--- src/tlic_pkg.sv ---
// constants for the two-level interrupt controller
// Behaviour
// - global enable bit 7 gates all interrupts
// - primary enable bits gate each primary source
// - software flag writes act like hardware
// - level-mode lines 0/1 follow pin, no set
// - extended line, radio, key flags not software-set
// - primary priority bits mirror enable order
// - select bit zero level, one edge
// - line and timer flags clear on vectoring
// - uart rx bit0, tx bit1, either requests
// - extended enable bits gate extended sources
// - extended priority mirrors extended enable layout
// - line 2 flag copies pin every clock
// - lines 2-4 sources clear their own flags
// - software clears radio flag writing 0x08
// - software clears key flag writing 0x10
// - i2c master flag cleared by write only
// - shared slave/spi flag cleared, handler checks both
// - extended flag register bit layout fixed
// - all registers reset to zero
// - requests sampled every rising clock edge
// - vectors assigned by natural priority order
// - two priority levels selected per source
// - external pins active low or falling
package tlic_pkg;
  localparam logic [7:0] ADDR_TMX_R  = 8'h88;
  localparam logic [7:0] ADDR_EFLG_R = 8'h91;
  localparam logic [7:0] ADDR_SER_R  = 8'h98;
  localparam logic [7:0] ADDR_IEN_R  = 8'ha8;
  localparam logic [7:0] ADDR_IPRI_R = 8'hb8;
  localparam logic [7:0] ADDR_EIEN_R = 8'he8;
  localparam logic [7:0] ADDR_EIPR_R = 8'hf8;
  localparam logic [7:0] RESET_VAL   = 8'h00;
  localparam int         GLOBAL_BIT  = 7;
  localparam int         NSRC        = 15;
  localparam logic [3:0] NO_SRC      = 4'hf;
  localparam logic [7:0] VEC_BASE    = 8'h03;
  localparam int         VEC_STEP    = 8;
  localparam logic [7:0] RADIO_CLR   = 8'h08;
  localparam logic [7:0] KEY_CLR     = 8'h10;
  localparam logic [7:0] I2CM_CLR    = 8'h40;
  localparam logic [7:0] SHARED_CLR  = 8'h80;
  typedef enum logic [1:0] {
    TLIC_IDLE = 2'b00,
    TLIC_LOW  = 2'b01,
    TLIC_HIGH = 2'b11
  } tlic_level_e;
endpackage

--- src/tlic_if.sv ---
// core-side connection between controller and processor model
`timescale 1ns/1ns
`default_nettype none
interface tlic_if;
  logic       sfr_wr;
  logic       sfr_rd;
  logic [7:0] sfr_addr;
  logic [7:0] sfr_wdata;
  logic [7:0] sfr_rdata;
  logic       irq_req;
  logic [7:0] irq_vector;
  logic [3:0] irq_num;
  logic       irq_ack;
  logic       irq_ret;
  modport dev  (input sfr_wr, sfr_rd, sfr_addr, sfr_wdata, irq_ack,
                irq_ret, output sfr_rdata, irq_req, irq_vector, irq_num);
  modport core (output sfr_wr, sfr_rd, sfr_addr, sfr_wdata, irq_ack,
                irq_ret, input sfr_rdata, irq_req, irq_vector, irq_num);
endinterface
`default_nettype wire

--- src/tlic_ctrl.sv ---
// interrupt controller: flags, enables, priorities, arbitration
`timescale 1ns/1ns
`default_nettype none
module tlic_ctrl
  import tlic_pkg::*;
(
  input  wire logic  clk,
  input  wire logic  rst,
  input  wire logic  ce,
  tlic_if.dev        bus,
  input  wire logic  ext_line_0_n,
  input  wire logic  ext_line_1_n,
  input  wire logic  ext_line_2_n,
  input  wire logic  ext3_set,
  input  wire logic  ext3_clr,
  input  wire logic  ext4_set,
  input  wire logic  ext4_clr,
  input  wire logic  radio_set,
  input  wire logic  key_wake_set,
  input  wire logic  timer0_ovf,
  input  wire logic  timer1_ovf,
  input  wire logic  timer2_req,
  input  wire logic  uart_rx_set,
  input  wire logic  uart_tx_set,
  input  wire logic  wdog_req,
  input  wire logic  i2c_master_set,
  input  wire logic  i2c_slave_set,
  input  wire logic  spi_set,
  output logic [7:0] timer_ext_control,
  output logic [7:0] serial_control
);
  logic [7:0] tmx_reg, tmx_next, ser_reg, ser_next;
  logic [7:0] eflg_reg, eflg_next, ien_reg, ien_next;
  logic [7:0] ipri_reg, ipri_next, eien_reg, eien_next;
  logic [7:0] eipr_reg, eipr_next, rdata_reg, rdata_next;
  logic       l0_reg, l1_reg;
  logic       req_reg, req_next;
  logic [7:0] vec_reg, vec_next;
  logic [3:0] num_reg, num_next;
  logic [3:0] act_src_reg, act_src_next;
  tlic_level_e lvl_reg, lvl_next;
  logic [1:0] stk_reg, stk_next;
  logic [NSRC-1:0] pend, en, hi;
  logic [3:0] win_hi, win_lo;
  logic       any_hi, any_lo;
  logic       wr_tmx, wr_ser, wr_eflg;

  assign wr_tmx  = bus.sfr_wr && bus.sfr_addr == ADDR_TMX_R;
  assign wr_ser  = bus.sfr_wr && bus.sfr_addr == ADDR_SER_R;
  assign wr_eflg = bus.sfr_wr && bus.sfr_addr == ADDR_EFLG_R;

  // slot index = natural priority - 1; slots 6, 8, 9 are reserved
  always_comb begin
    pend = '0;
    en   = '0;
    hi   = '0;
    pend[0]  = tmx_reg[1];
    pend[1]  = tmx_reg[5];
    pend[2]  = tmx_reg[3];
    pend[3]  = tmx_reg[7];
    pend[4]  = ser_reg[0] | ser_reg[1];
    pend[5]  = timer2_req;
    pend[7]  = eflg_reg[0] | eflg_reg[1] | eflg_reg[2];
    pend[10] = eflg_reg[3];
    pend[11] = eflg_reg[4];
    pend[12] = wdog_req;
    pend[13] = eflg_reg[6];
    pend[14] = eflg_reg[7];
    // primary bit order already matches slot order
    en[5:0]  = ien_reg[5:0];
    hi[5:0]  = ipri_reg[5:0];
    // lines 2-4 share slot 7; the enable of each gates its own flag
    en[7]    = |(eflg_reg[2:0] & eien_reg[2:0]);
    hi[7]    = |(eflg_reg[2:0] & eipr_reg[2:0]);
    en[14:10] = {eien_reg[7:3]};
    hi[14:10] = {eipr_reg[7:3]};
  end

  // lowest slot number wins within a level
  always_comb begin
    win_hi = NO_SRC;
    win_lo = NO_SRC;
    for (int i = NSRC - 1; i >= 0; i--) begin
      if (pend[i] && en[i] && ien_reg[GLOBAL_BIT]) begin
        if (hi[i]) win_hi = 4'(i);
        else       win_lo = 4'(i);
      end
    end
    any_hi = win_hi != NO_SRC;
    any_lo = win_lo != NO_SRC;
  end

  always_comb begin
    tmx_next  = tmx_reg;
    ser_next  = ser_reg;
    eflg_next = eflg_reg;
    ien_next  = ien_reg;
    ipri_next = ipri_reg;
    eien_next = eien_reg;
    eipr_next = eipr_reg;
    if (bus.sfr_wr) begin
      case (bus.sfr_addr)
        ADDR_IEN_R:  ien_next  = bus.sfr_wdata & 8'hbf;
        ADDR_IPRI_R: ipri_next = bus.sfr_wdata & 8'h3f;
        ADDR_EIEN_R: eien_next = bus.sfr_wdata;
        ADDR_EIPR_R: eipr_next = bus.sfr_wdata;
        default: ;
      endcase
    end
    if (wr_tmx) tmx_next = bus.sfr_wdata;
    if (wr_ser) ser_next = bus.sfr_wdata;
    // extended flags: writes may only clear; bits 2:1 clear on a written zero, bits 3/4/6/7 on their own one-hot code
    if (wr_eflg) begin
      if (bus.sfr_wdata == RADIO_CLR)  eflg_next[3] = 1'b0;
      if (bus.sfr_wdata == KEY_CLR)    eflg_next[4] = 1'b0;
      if (bus.sfr_wdata == I2CM_CLR)   eflg_next[6] = 1'b0;
      if (bus.sfr_wdata == SHARED_CLR) eflg_next[7] = 1'b0;
      eflg_next[2:1] = eflg_reg[2:1] & bus.sfr_wdata[2:1];
    end
    // acknowledge clears the vectored flag (edge/timer only)
    if (bus.irq_ack) begin
      case (num_reg)
        4'h0: tmx_next[1] = 1'b0;
        4'h1: tmx_next[5] = 1'b0;
        4'h2: tmx_next[3] = 1'b0;
        4'h3: tmx_next[7] = 1'b0;
        default: ;
      endcase
    end
    // hardware sets win over clears in the same cycle
    if (timer0_ovf) tmx_next[5] = 1'b1;
    if (timer1_ovf) tmx_next[7] = 1'b1;
    if (uart_rx_set) ser_next[0] = 1'b1;
    if (uart_tx_set) ser_next[1] = 1'b1;
    // low level or falling edge on lines 0/1
    if (!tmx_reg[0]) tmx_next[1] = !ext_line_0_n;
    else if (l0_reg && !ext_line_0_n) tmx_next[1] = 1'b1;
    if (!tmx_reg[2]) tmx_next[3] = !ext_line_1_n;
    else if (l1_reg && !ext_line_1_n) tmx_next[3] = 1'b1;
    eflg_next[0] = !ext_line_2_n;
    if (ext3_clr) eflg_next[1] = 1'b0;
    if (ext4_clr) eflg_next[2] = 1'b0;
    if (ext3_set) eflg_next[1] = 1'b1;
    if (ext4_set) eflg_next[2] = 1'b1;
    if (radio_set) eflg_next[3] = 1'b1;
    if (key_wake_set) eflg_next[4] = 1'b1;
    if (i2c_master_set) eflg_next[6] = 1'b1;
    if (i2c_slave_set || spi_set) eflg_next[7] = 1'b1;
    eflg_next[5] = 1'b0;
  end

  // nesting: low handler may be preempted by high, never the reverse
  always_comb begin
    lvl_next     = lvl_reg;
    stk_next     = stk_reg;
    act_src_next = act_src_reg;
    // a raised request stands until the core acknowledges it
    req_next     = req_reg;
    num_next     = num_reg;
    vec_next     = vec_reg;
    if (bus.irq_ret) begin
      stk_next = {1'b0, stk_reg[1]};
      lvl_next = stk_reg[1] ? TLIC_LOW : TLIC_IDLE;
    end else if (bus.irq_ack) begin
      stk_next     = {stk_reg[0], 1'b1};
      req_next     = 1'b0;
      lvl_next     = hi[num_reg] ? TLIC_HIGH : TLIC_LOW;
      act_src_next = num_reg;
    end else if (!req_reg) begin
      if (any_hi && lvl_reg != TLIC_HIGH) begin
        req_next = 1'b1;
        num_next = win_hi;
      end else if (any_lo && lvl_reg == TLIC_IDLE) begin
        req_next = 1'b1;
        num_next = win_lo;
      end
      vec_next = VEC_BASE + 8'(VEC_STEP) * {4'h0, num_next};
    end
  end

  always_comb begin
    case (bus.sfr_addr)
      ADDR_TMX_R:  rdata_next = tmx_reg;
      ADDR_EFLG_R: rdata_next = eflg_reg;
      ADDR_SER_R:  rdata_next = ser_reg;
      ADDR_IEN_R:  rdata_next = ien_reg;
      ADDR_IPRI_R: rdata_next = ipri_reg;
      ADDR_EIEN_R: rdata_next = eien_reg;
      ADDR_EIPR_R: rdata_next = eipr_reg;
      default:     rdata_next = 8'h00;
    endcase
  end

  always_ff @(posedge clk or posedge rst) begin
    if (rst) begin
      tmx_reg     <= RESET_VAL;
      ser_reg     <= RESET_VAL;
      eflg_reg    <= RESET_VAL;
      ien_reg     <= RESET_VAL;
      ipri_reg    <= RESET_VAL;
      eien_reg    <= RESET_VAL;
      eipr_reg    <= RESET_VAL;
      rdata_reg   <= RESET_VAL;
      l0_reg      <= 1'b1;
      l1_reg      <= 1'b1;
      req_reg     <= 1'b0;
      vec_reg     <= RESET_VAL;
      num_reg     <= 4'h0;
      act_src_reg <= 4'h0;
      lvl_reg     <= TLIC_IDLE;
      stk_reg     <= 2'b00;
    end else if (ce) begin
      tmx_reg     <= tmx_next;
      ser_reg     <= ser_next;
      eflg_reg    <= eflg_next;
      ien_reg     <= ien_next;
      ipri_reg    <= ipri_next;
      eien_reg    <= eien_next;
      eipr_reg    <= eipr_next;
      rdata_reg   <= rdata_next;
      l0_reg      <= ext_line_0_n;
      l1_reg      <= ext_line_1_n;
      req_reg     <= req_next;
      vec_reg     <= vec_next;
      num_reg     <= num_next;
      act_src_reg <= act_src_next;
      lvl_reg     <= lvl_next;
      stk_reg     <= stk_next;
    end
  end

  assign bus.sfr_rdata      = rdata_reg;
  assign bus.irq_req        = req_reg;
  assign bus.irq_vector     = vec_reg;
  assign bus.irq_num        = num_reg;
  assign timer_ext_control  = tmx_reg;
  assign serial_control     = ser_reg;
endmodule
`default_nettype wire

--- src/flat_wrapper.sv ---
// flat-port wrapper written by rule: the top's interface ports become plain ports
module tlic_ctrl_flat import tlic_pkg::*;
  (clk, rst, ce, ext_line_0_n, ext_line_1_n, ext_line_2_n, ext3_set, ext3_clr, ext4_set, ext4_clr, radio_set, key_wake_set, timer0_ovf, timer1_ovf, timer2_req, uart_rx_set, uart_tx_set, wdog_req, i2c_master_set, i2c_slave_set, spi_set, timer_ext_control, serial_control, bus_sfr_wr, bus_sfr_rd, bus_sfr_addr, bus_sfr_wdata, bus_irq_ack, bus_irq_ret, bus_sfr_rdata, bus_irq_req, bus_irq_vector, bus_irq_num);
  tlic_if bus_i ();
  input  wire logic clk;
  input  wire logic rst;
  input  wire logic ce;
  input  wire logic ext_line_0_n;
  input  wire logic ext_line_1_n;
  input  wire logic ext_line_2_n;
  input  wire logic ext3_set;
  input  wire logic ext3_clr;
  input  wire logic ext4_set;
  input  wire logic ext4_clr;
  input  wire logic radio_set;
  input  wire logic key_wake_set;
  input  wire logic timer0_ovf;
  input  wire logic timer1_ovf;
  input  wire logic timer2_req;
  input  wire logic uart_rx_set;
  input  wire logic uart_tx_set;
  input  wire logic wdog_req;
  input  wire logic i2c_master_set;
  input  wire logic i2c_slave_set;
  input  wire logic spi_set;
  output logic [7:0] timer_ext_control;
  output logic [7:0] serial_control;
  input wire logic [$bits(bus_i.sfr_wr)-1:0] bus_sfr_wr;
  input wire logic [$bits(bus_i.sfr_rd)-1:0] bus_sfr_rd;
  input wire logic [$bits(bus_i.sfr_addr)-1:0] bus_sfr_addr;
  input wire logic [$bits(bus_i.sfr_wdata)-1:0] bus_sfr_wdata;
  input wire logic [$bits(bus_i.irq_ack)-1:0] bus_irq_ack;
  input wire logic [$bits(bus_i.irq_ret)-1:0] bus_irq_ret;
  output wire logic [$bits(bus_i.sfr_rdata)-1:0] bus_sfr_rdata;
  output wire logic [$bits(bus_i.irq_req)-1:0] bus_irq_req;
  output wire logic [$bits(bus_i.irq_vector)-1:0] bus_irq_vector;
  output wire logic [$bits(bus_i.irq_num)-1:0] bus_irq_num;
  assign bus_i.sfr_wr = bus_sfr_wr;
  assign bus_i.sfr_rd = bus_sfr_rd;
  assign bus_i.sfr_addr = bus_sfr_addr;
  assign bus_i.sfr_wdata = bus_sfr_wdata;
  assign bus_i.irq_ack = bus_irq_ack;
  assign bus_i.irq_ret = bus_irq_ret;
  assign bus_sfr_rdata = bus_i.sfr_rdata;
  assign bus_irq_req = bus_i.irq_req;
  assign bus_irq_vector = bus_i.irq_vector;
  assign bus_irq_num = bus_i.irq_num;
  tlic_ctrl u_core (.clk(clk), .rst(rst), .ce(ce), .bus(bus_i), .ext_line_0_n(ext_line_0_n), .ext_line_1_n(ext_line_1_n), .ext_line_2_n(ext_line_2_n), .ext3_set(ext3_set), .ext3_clr(ext3_clr), .ext4_set(ext4_set), .ext4_clr(ext4_clr), .radio_set(radio_set), .key_wake_set(key_wake_set), .timer0_ovf(timer0_ovf), .timer1_ovf(timer1_ovf), .timer2_req(timer2_req), .uart_rx_set(uart_rx_set), .uart_tx_set(uart_tx_set), .wdog_req(wdog_req), .i2c_master_set(i2c_master_set), .i2c_slave_set(i2c_slave_set), .spi_set(spi_set), .timer_ext_control(timer_ext_control), .serial_control(serial_control));
endmodule
--- config.mk ---
export PLATFORM = sky130hd
export DESIGN_NAME = tlic_ctrl_flat
export DESIGN_NICKNAME = d
export VERILOG_FILES = /design/src/tlic_pkg.sv /design/src/tlic_if.sv /design/src/tlic_ctrl.sv /design/src/flat_wrapper.sv
export SDC_FILE = /design/constraint.sdc
export NUM_CORES = 1
export LEC_CHECK = 0
export ABC_AREA = 1
export BUFFER_PORTS_ARGS = -buffer_cell sky130_fd_sc_hd__buf_2
export CAP_MARGIN = 10
export CORE_UTILIZATION = 50
export DETAILED_ROUTE_END_ITERATION = 8
export PLACE_DENSITY = 0.74
export SLEW_MARGIN = 20
export SYNTH_ARGS = -nofsm -noshare
export SYNTH_HDL_FRONTEND = slang
export SYNTH_SLANG_ARGS = --single-unit
--- constraint.sdc ---
create_clock -name clk -period 4.6 [get_ports clk]
set_input_delay 0.46 -clock clk [delete_from_list [all_inputs] [get_ports clk]]
set_output_delay 0.46 -clock clk [all_outputs]
set_load 0.01 [all_outputs]
After elaboration in Yosys (flattened, before gate mapping)
Cells that the tools add are included.
- flip-flop bits (word level): 79
- logic and storage cells: 219
- $add $sub $neg: 1
- order comparisons: 1
- equal/unequal tests: 17
- multiplexer cells: 98
- bitwise gates (word level): 9
- reduce and logical (&&, ||, !) cells: 69
- operators by type and width (kind ; number):
    $mux W4 ; 52
    $eq A8 B8 Y1 const B ; 8
    $pmux W8 S7 ; 1
    $mux W1 ; 36
    $logic_and A1 B1 Y1 ; 31
    $reduce_and A3 Y1 ; 8
    $reduce_bool A2 Y1 ; 11
    $reduce_and A2 Y1 ; 8
    $mux W2 ; 7
    $add A2 B7 Y8 const A ; 1
    $eq A4 B2 Y1 const B ; 2
    $eq A8 B4 Y1 const B ; 1
    $eq A8 B5 Y1 const B ; 1
    $eq A8 B7 Y1 const B ; 1
    $mux W8 ; 1
    $ne A4 B4 Y1 const B ; 2
    $and A3 B3 Y3 ; 2
    $reduce_bool A3 Y1 ; 2
    $reduce_or A3 Y1 ; 2
    $lt A4 B5 Y1 const B ; 1
    $bmux W1 S4 ; 1
    $eq A4 B1 Y1 const B ; 1
    $logic_not A4 Y1 ; 1
    $reduce_and A4 Y1 ; 1
    7 further kinds ; 13

Logic depth before layout (Yosys ltp)
Gate-level depths: netlist (run 1).
- depth in word-level cells: 33
- gate-level depth with buffers: 19

Worst setup path after synthesis (run 1)
Ideal clock, no wire load.
- path kind: register -> register
- from: register u_core.ien_reg[7]
- to: register u_core.num_reg[2], in the netlist u_core.bus.irq_num[2]
- setup time: 0.116 ns
- arrival time: 1.620 ns
- path slack: 2.864 ns
- stages on the path, launching flop included: 17
- path buffers: 2
- cell sequence: dfrtp_1 buf_6 buf_8 nand3_2 inv_2 a21oi_4 nand2_2 nor2_2 nand2_1 nor2_2 nand3_2 nand2_2 nand2_4 nand2_4 inv_1 nand2_1 nand2_1
- word-level cells in the longest chain between the ends: 31
- elaborated cells on any way between the ends: 67
- classes of those cells: eq/ne: 2; mux: 51; reduce/logical: 14
- RTL lines (what ; RTL line ; text):
    from (decl) ; tlic_ctrl.sv:33 ; logic [7:0] eflg_reg, eflg_next, ien_reg, ien_next;
    from (signal assigned) ; tlic_ctrl.sv:216 ; ien_reg <= ien_next;
    $logic_and A1 B1 Y1 ; tlic_ctrl.sv:84 ; if (pend[i] && en[i] && ien_reg[GLOBAL_BIT]) begin
    $mux W4 ; tlic_ctrl.sv:84 ;
    $mux W4 ; tlic_ctrl.sv:85 ; if (hi[i]) win_hi = 4'(i);
    $mux W4 ; tlic_ctrl.sv:84 ;
    $mux W4 ; tlic_ctrl.sv:85 ;
    $mux W4 ; tlic_ctrl.sv:84 ;
    $mux W4 ; tlic_ctrl.sv:85 ;
    $mux W4 ; tlic_ctrl.sv:84 ;
    [15 not listed] ; -- ;
    $mux W4 ; tlic_ctrl.sv:84 ;
    $ne A4 B4 Y1 ; tlic_ctrl.sv:90 ; any_lo = win_lo != NO_SRC;
    $logic_and A1 B1 Y1 ; tlic_ctrl.sv:173 ; end else if (any_lo && lvl_reg == TLIC_IDLE) begin
    $mux W4 ; tlic_ctrl.sv:173 ;
    $mux W4 * ; tlic_ctrl.sv:170 ; if (any_hi && lvl_reg != TLIC_HIGH) begin
    $mux W4 * ; tlic_ctrl.sv:169 ; end else if (!req_reg) begin
    $mux W4 * ; tlic_ctrl.sv:164 ; end else if (bus.irq_ack) begin
    $mux W4 * ; tlic_ctrl.sv:161 ; if (bus.irq_ret) begin
    to (signal assigned) ; tlic_ctrl.sv:225 ; num_reg <= num_next;
    to (decl) ; tlic_ctrl.sv:39 ; logic [3:0] num_reg, num_next;
Every way passes the cells marked *; elsewhere a longest branch is shown, timed or not. The select of a mux whose other input is x is not followed.
A chain may end at the register's enable or synchronous reset.

Final worst setup path (run 1)
Same ends and word-level chain as after synthesis.

==> results of run 1 <==
[cell families after synthesis]
| logic type | count (synthesis) |
|---|---|
| simple gates | 281 |
| compound gates | 117 |
| buf+inv | 92 |
| flops | 71 |
| other cells | 1 |
[cells in the mapped netlist, drive strengths merged (5+ instances only)]
library cell  count  area (µm²)
a21oi            18         101
buf              12        92.6
clkbuf            6        22.5
dfrtp            69        1730
inv              74         278
nand2           172         671
nand3            25         140
nand4            11        68.8
nor2             57         241
nor3             10        83.8
o2111ai           5        43.8
o211ai            6        45.0
o21ai            69         345
[final timing paths]
path,slack (ns),start,endpoint,cells after the start
hold / removal,0.25,rst,u_core.bus.sfr_rdata[1],2
setup reg to reg,2.27,u_core.ien_reg[7],u_core.bus.irq_num[2],15
setup / recovery,2.27,u_core.ien_reg[7],u_core.bus.irq_num[2],15
max in group asynchronous,3.53,rst,u_core.timer_ext_control[3],3
min in group clk,0.28,ext_line_2_n,u_core.eflg_reg[0],2
hold reg to reg,0.48,u_core.bus.sfr_rdata[6],u_core.bus.sfr_rdata[6],2
[through the flow]
stage                     power [W]  cell area (µm²)
after floorplan            0.000736             4120
after global placement     0.000784             4510
after detailed placement   0.000789             4510
after CTS                   0.00142             4770
after global routing        0.00146             4770
final                       0.00142             4770
[cell type report]
cell class	count	area [µm²]
clock buffer	11	151
fill	766	3080
sequential	71	1780
timing repair buffer	76	385
clock inverter	5	104
inverter	74	279
multi-input combinational	400	1940
tap	102	128
[report_power, final]
| part | switching, W | internal (W) |
|---|---|---|
| logic | 0.0000773 | 0.0000358 |
| clock network | 0.000255 | 0.000390 |
| registers | 0.0000205 | 0.000644 |
| total | 0.000353 | 0.00107 |
[routing by layer]
metal | up-vias | global-route usage | part of all wire
met5 | - | 0 | 0
met3 | 32 | 0.0558 | 0.080
met4 | 0 | 0.122 | 0.021
met1 | 1967 | 0.382 | 0.42
li1 | 1969 | - | -
met2 | 184 | 0.492 | 0.47
==> Flow_metrics.wiki, run 1 <==
{| class="wikitable"
! Metric !! Value
|-
| Status || complete, no violations
|-
| Count of standard-cell rows || 32
|-
| Main combinational cell family by area after synthesis || simple AND/OR/NAND/NOR gates
|-
| Leading cell types in the layout, fill and taps excluded || 166 x sky130_fd_sc_hd__nand2_1, 74 x sky130_fd_sc_hd__buf_2, 69 x sky130_fd_sc_hd__inv_1, 69 x sky130_fd_sc_hd__dfrtp_1, 65 x sky130_fd_sc_hd__o21ai_0
|-
| EDFF count, synth || 0
|-
| Period utilization || 0.507
|-
| Worst voltage drop across the vdd grid || 0.000156 V
|-
| Number of global-route vias before repair || 4095
|-
| Aggregate global-route resource usage || 0.297
|-
| Cells after Synth || 562
|-
| Total standard cell area after synthesis || 4110 µm²
|-
| Cell chosen for the clock root || sky130_fd_sc_hd__clkbuf_8
|-
| Setup slack at placement || 2.18 ns
|-
| Adder-cell share of the synthesized area || 0
|-
| Leakage dissipation || 2.43 nW
|-
| XOR/XNOR Fraction of Synth Area || 0
|-
| HPWL reported at the end of detailed placement || 8950 µm
|-
| Max capacitance violation total || 0
|-
| Critical path buffer and inverter count || 1
|-
| Final wirelength || 12000 µm
|-
| Syn Area/Cell || 7.32 µm²
|-
| DRC marker count from the first detailed-route iteration || 399
|-
| Number of top-level design ports || 78
|-
| Dominant cell type by count on the critical path || sky130_fd_sc_hd__nand2_1
|-
| Max Fanout on Critical Path || 19
|-
| Max Clk Rate || 429 MHz
|-
| Simple-gate share of the synthesized area || 0.304
|-
| Placeable Area || 7850 µm²
|-
| Clock insertion delay at the later pin of the skew report || 0.36 ns
|-
| Delay of the slowest cell on the worst path || 0.80 ns
|-
| Predominant post-synthesis flop cell || sky130_fd_sc_hd__dfrtp_1
|-
| Share of cells above drive strength 1 || 0.193
|-
| Average via count per standard cell || 5.62
|-
| Final routed DRC violation total || 0
|-
| Critical Path, Cell by Cell || nand3_1, nor2_1, nor2_1, nand3_1, nand2_1, nand2_1, nand2_1, nor2_2, nand3_2, nand2_2, nand2_4, nand2_4, inv_1, nand2_1, nand2_1
|-
| Largest net degree at the start of global routing || 50
|-
| Number of endpoints failing setup at the final stage || 0
|-
| Synth Area in Compound Gates || 0.167
|-
| Number of different library cells in the post-synthesis netlist || 40
|-
| Max Transition Viols Final || 0
|-
| Category of cells accounting for the largest share of critical-path delay || simple AND/OR/NAND/NOR gates
|-
| Multiplexer area fraction after synthesis || 0
|-
| Number of levels in the clock H-tree || 3
|-
| Final net count || 673
|-
| Hold Slack || 0.250 ns
|-
| Flops & latches, synth || 71
|-
| Arrival time reported for the critical path endpoint || 2.59 ns
|-
| Clk slew on worst S/H paths || 0.08 ns
|-
| Least setup slack across all paths after layout || 2.27 ns
|-
| Worst-case headroom to the max-slew limit || 0.417
|-
| Number of buffers inserted by post-CTS setup repair || 0
|-
| Async set or reset register ratio after synthesis || 1.00
|-
| Pwr/cell area || 298 nW/µm²
|-
| Capturing element type of the critical path || flop
|-
| Ant diodes || 0
|-
| Kind of critical path || reg2reg
|-
| Initial antenna violation count || 0
|-
| Type of the most critical hold path || in2async
|-
| Leading cell type in the layout, fill and taps excluded || sky130_fd_sc_hd__nand2_1
|-
| Final GP Congestion || 0.978
|-
| Clock sink count || 71
|-
| Quantity of I/O buffers inserted on ports || 74
|-
| Buffer depth of the longest clock path || 2
|-
| Fin. Hold Viols || 0
|-
| Area enclosed by the die boundary || 8590 µm²
|-
| Cell count after placement || 723
|-
| Layout overhead on the synthesized area || 16.0%
|-
| Sequential area share after synthesis || 0.433
|-
| Via count || 4152
|-
| Horizontal extent of the die || 92.7 µm
|-
| Finished Core Util || 0.608
|-
| Setup repair after global routing missed its margin || no
|-
| Yosys warning total || 0
|-
| Final critical delay including setup and external delays || 2.33 ns
|-
| Type of origin of the critical path || flop
|-
| Die boundary height || 92.7 µm
|-
| Actual transition at the worst max-transition pin || 0.873 ns
|-
| Count of TritonRoute iterations in the first routing pass || 5
|-
| CTS tree || built
|-
| Effective utilization at floorplan || 0.524
|-
| Required time worst endpoint || 4.85 ns
|-
| Avg WL per Cell || 16.2 µm
|-
| Number of buffers added by the clock tree synthesis step || 9
|-
| Worst setup skew after layout || 0.00692 ns
|-
| Crit-path slowest cell || sky130_fd_sc_hd__dfrtp_1
|-
| Hold Buf Count CTS || 0
|-
| GR Overflow Total || 0
|-
| Number of cells upsized or downsized after cts || 0
|-
| Wire length of the first global-routing pass || 19500 µm
|-
| Setup Total Neg Slack || 0 ns
|-
| Post-route ant nets || 0
|-
| Post-route insts no fill || 739
|}
No activity file was read; power rests on OpenSTA's default activity.
==> run 2, diff against run 1 <==
Clock period 4.6 ns to 2.25 ns, I/O delays scaled along.
==> run 2 against run 1 <==
Against the previous run: sequential cell count did not move; global-route usage barely moved; largest power group unchanged; worst setup slack got worse by 2.0 ns; hold slack got worse by 0.19 ns; first-iteration DRC count rose by 5.0%; combinational power rose by 110%; via count rose by 0.99%; critical endpoint is now u_core.bus.irq_vector[6]; sequential share of layout area fell by 0.22 points; critical path depth did not move; utilization rose by 0.37 points; wire length fell by 0.98%.
==> Flow_metrics.wiki, run 2 (same netlist as run 1, synthesis figures left out) <==
{| class="wikitable"
! Metric !! Value
|-
| Status || complete, no violations
|-
| Kind of critical path || reg2reg
|-
| Total met3 wirelength after detailed routing || 1030 µm (+8.4%)
|-
| DR WL met2 || 5490 µm (-3.3%)
|-
| Clock insertion delay at the later pin of the skew report || 0.35 ns (about the same)
|-
| Number of global-route vias before repair || 4102 (+0.17%)
|-
| Filler cell count in the final layout || 754 (-1.6%)
|-
| Via count || 4193 (+0.99%)
|-
| Aggregate global-route resource usage || 0.297 (+0.000421)
|-
| Placeable Area || 7850 µm² (unchanged)
|-
| Worst voltage drop across the vdd grid || 0.000322 V (+110%)
|-
| Share of cells above drive strength 1 || 0.203 (+0.00969)
|-
| Required time worst endpoint || 2.50 ns (-2.35 ns)
|-
| Cell chosen for the clock root || sky130_fd_sc_hd__clkbuf_8
|-
| Average via count per standard cell || 5.61 (-0.23%)
|-
| Leading cell types in the layout, fill and taps excluded || 166 x sky130_fd_sc_hd__nand2_1, 74 x sky130_fd_sc_hd__buf_2, 69 x sky130_fd_sc_hd__inv_1, 69 x sky130_fd_sc_hd__dfrtp_1, 65 x sky130_fd_sc_hd__o21ai_0
|-
| Count of standard-cell rows || 32 (unchanged)
|-
| HPWL reported at the end of detailed placement || 9170 µm (+2.4%)
|-
| Max capacitance violation total || 0 (unchanged)
|-
| Cell count after placement || 731 (+1.1%)
|-
| Post-route insts no fill || 748 (+1.2%)
|-
| Post-route ant nets || 0 (unchanged)
|-
| Worst setup skew after layout || 0.0106 ns (+0.00366 ns)
|-
| Clk slew on worst S/H paths || 0.08 ns (about the same)
|-
| Ant diodes || 0 (unchanged)
|-
| Wire length of the first global-routing pass || 19600 µm (+0.17%)
|-
| Effective utilization at floorplan || 0.524 (unchanged)
|-
| Number of levels in the clock H-tree || 3 (unchanged)
|-
| Buffer depth of the longest clock path || 2 (unchanged)
|-
| Max Fanout on Critical Path || 9 (-10)
|-
| Worst setup path start || u_core.ien_reg[7]
|-
| Launch instance of the worst register-to-register path || u_core.ien_reg[7]
|-
| Least setup slack across all paths after layout || 0.264 ns (-2.00 ns)
|-
| Setup Total Neg Slack || 0 ns (unchanged)
|-
| Top Layer Used || met4
|-
| Pwr/cell area || 552 nW/µm² (+85%)
|-
| Horizontal extent of the die || 92.7 µm (unchanged)
|-
| Die boundary height || 92.7 µm (unchanged)
|-
| Number of endpoints failing setup at the final stage || 0 (unchanged)
|-
| Final critical delay including setup and external delays || 1.99 ns (-0.347 ns)
|-
| Avg WL per Cell || 15.8 µm (-2.2%)
|-
| Period utilization || 0.883 (+0.375)
|-
| Count of TritonRoute iterations in the first routing pass || 5 (unchanged)
|-
| Arrival time reported for the critical path endpoint || 2.23 ns (-0.36 ns)
|-
| Largest net degree at the start of global routing || 47 (-6.0%)
|-
| Setup slack at placement || 0.267 ns (-1.91 ns)
|-
| Fin. Hold Viols || 0 (unchanged)
|-
| Crit Reg-Reg Endpoint || u_core.bus.irq_vector[6]
|-
| Worst-case headroom to the max-slew limit || 0.609 (+0.192)
|-
| Hold Slack || 0.0641 ns (-0.186 ns)
|-
| Setup repair after global routing missed its margin || no
|-
| Initial antenna violation count || 0 (unchanged)
|-
| GR Overflow Total || 0 (unchanged)
|-
| Actual transition at the worst max-transition pin || 0.585 ns (-0.288 ns)
|-
| R2r setup slk || 0.26 ns (-2.00 ns)
|-
| Clock sink count || 71 (unchanged)
|-
| Final Cell Area || 4800 µm² (+0.60%)
|-
| Number of buffers added by the clock tree synthesis step || 9 (unchanged)
|-
| DRC marker count from the first detailed-route iteration || 419 (+5.0%)
|-
| Type of origin of the critical path || flop
|-
| Hold Path Cell Cnt || 2
|-
| Leakage dissipation || 2.45 nW (+1.1%)
|-
| Final routed DRC violation total || 0 (unchanged)
|-
| Number of cells on the worst reg-to-reg path || 15 (unchanged)
|-
| Layout overhead on the synthesized area || 16.7%
|-
| Final net count || 682 (+1.3%)
|-
| Leading cell type in the layout, fill and taps excluded || sky130_fd_sc_hd__nand2_1
|-
| CTS tree || built
|-
| Post-DP Area || 4590 µm² (+1.6%)
|-
| Number of top-level design ports || 78 (unchanged)
|-
| Quantity of I/O buffers inserted on ports || 74 (unchanged)
|-
| Max Transition Viols Final || 0 (unchanged)
|-
| Worst min-delay path endpoint || u_core.eflg_reg[0]
|-
| Final wirelength || 11900 µm (-0.98%)
|-
| Max Clk Rate || 504 MHz (+17%)
|-
| Type of the most critical hold path || in2reg
|-
| Wire length the detailed router placed on met1 || 4990 µm (-1.9%)
|-
| Number of buffers inserted by post-CTS setup repair || 0 (unchanged)
|-
| Final GP Congestion || 0.938 (-4.1%)
|-
| Startpoint of the tightest hold check path || ext_line_2_n
|-
| Capturing element type of the critical path || flop
|-
| Area enclosed by the die boundary || 8590 µm² (unchanged)
|}
[run 2: worst max path at each step]
stage | to | slack, ns | cells past startpoint
2_1_floorplan | u_core.bus.irq_num[0] | 0.23 | 1
3_3_place_gp | u_core.bus.irq_num[2] | 0.33 | 15
3_5_place_dp | u_core.bus.irq_num[2] | 0.27 | 15
4_1_cts | u_core.bus.irq_num[2] | 0.25 | 15
5_1_grt | u_core.bus.irq_num[2] | 0.03 | 15
6_report | u_core.bus.irq_vector[6] | 0.26 | 15
[run 2: area by class of cell]
cell class	instances	area [µm²]	area share
multi-input cells	400	1950	0.406
flip-flops and latches	71	1780	0.371
repair buffers	85	468	0.0975
inverters	74	278	0.0579
clock buffers	11	141	0.0295
well taps	102	128	0.0266
clock inverters	5	57.6	0.0120
[run 2: timing repair]
item | 4_1_cts | 5_1_grt
setup endpoints to repair | 0 | 1
endpoints found under the hold margin | 23 | 0
hold buffers | 1 | 0
resized for setup | 0 | 1
[run 2: metrics by stage]
step	power, W	util
finish	0.00265	0.612
CTS	0.00265	0.611
global placement	0.00161	0.585
detailed placement	0.00162	0.585
floorplan	0.00150	-
global route	0.00274	0.612
[run 2: routing by layer]
| metal | up-vias | GRT usage |
|---|---|---|
| met2 | 206 | 0.467 |
| met5 | - | 0 |
| met4 | 0 | 0.136 |
| li1 | 1995 | - |
| met1 | 1959 | 0.394 |
| met3 | 33 | 0.0632 |
[run 2: critical path, stage by stage, from the launching register on]
cell and delay [ns]:
sky130_fd_sc_hd__dfrtp_1 0.42, sky130_fd_sc_hd__buf_4 0.19, sky130_fd_sc_hd__nand3_1 0.11, sky130_fd_sc_hd__nor2_1 0.07, sky130_fd_sc_hd__a21oi_1 0.16, sky130_fd_sc_hd__nand3_1 0.14
sky130_fd_sc_hd__nor2_1 0.11, sky130_fd_sc_hd__nand2_1 0.06, sky130_fd_sc_hd__nor2_2 0.11, sky130_fd_sc_hd__nand3_2 0.11, sky130_fd_sc_hd__nand2_2 0.09, sky130_fd_sc_hd__nand2_4 0.06
sky130_fd_sc_hd__nand2_4 0.08, sky130_fd_sc_hd__inv_1 0.05, sky130_fd_sc_hd__nand2_1 0.06, sky130_fd_sc_hd__nand2_1 0.04
[run 2: power breakdown]
group          total (W)  switching [W]  internal (W)  leakage (nW)
Sequential       0.00136      0.0000410       0.00132         0.897
Combinational   0.000242       0.000162     0.0000803          1.45
Clock            0.00105       0.000508      0.000543         0.103
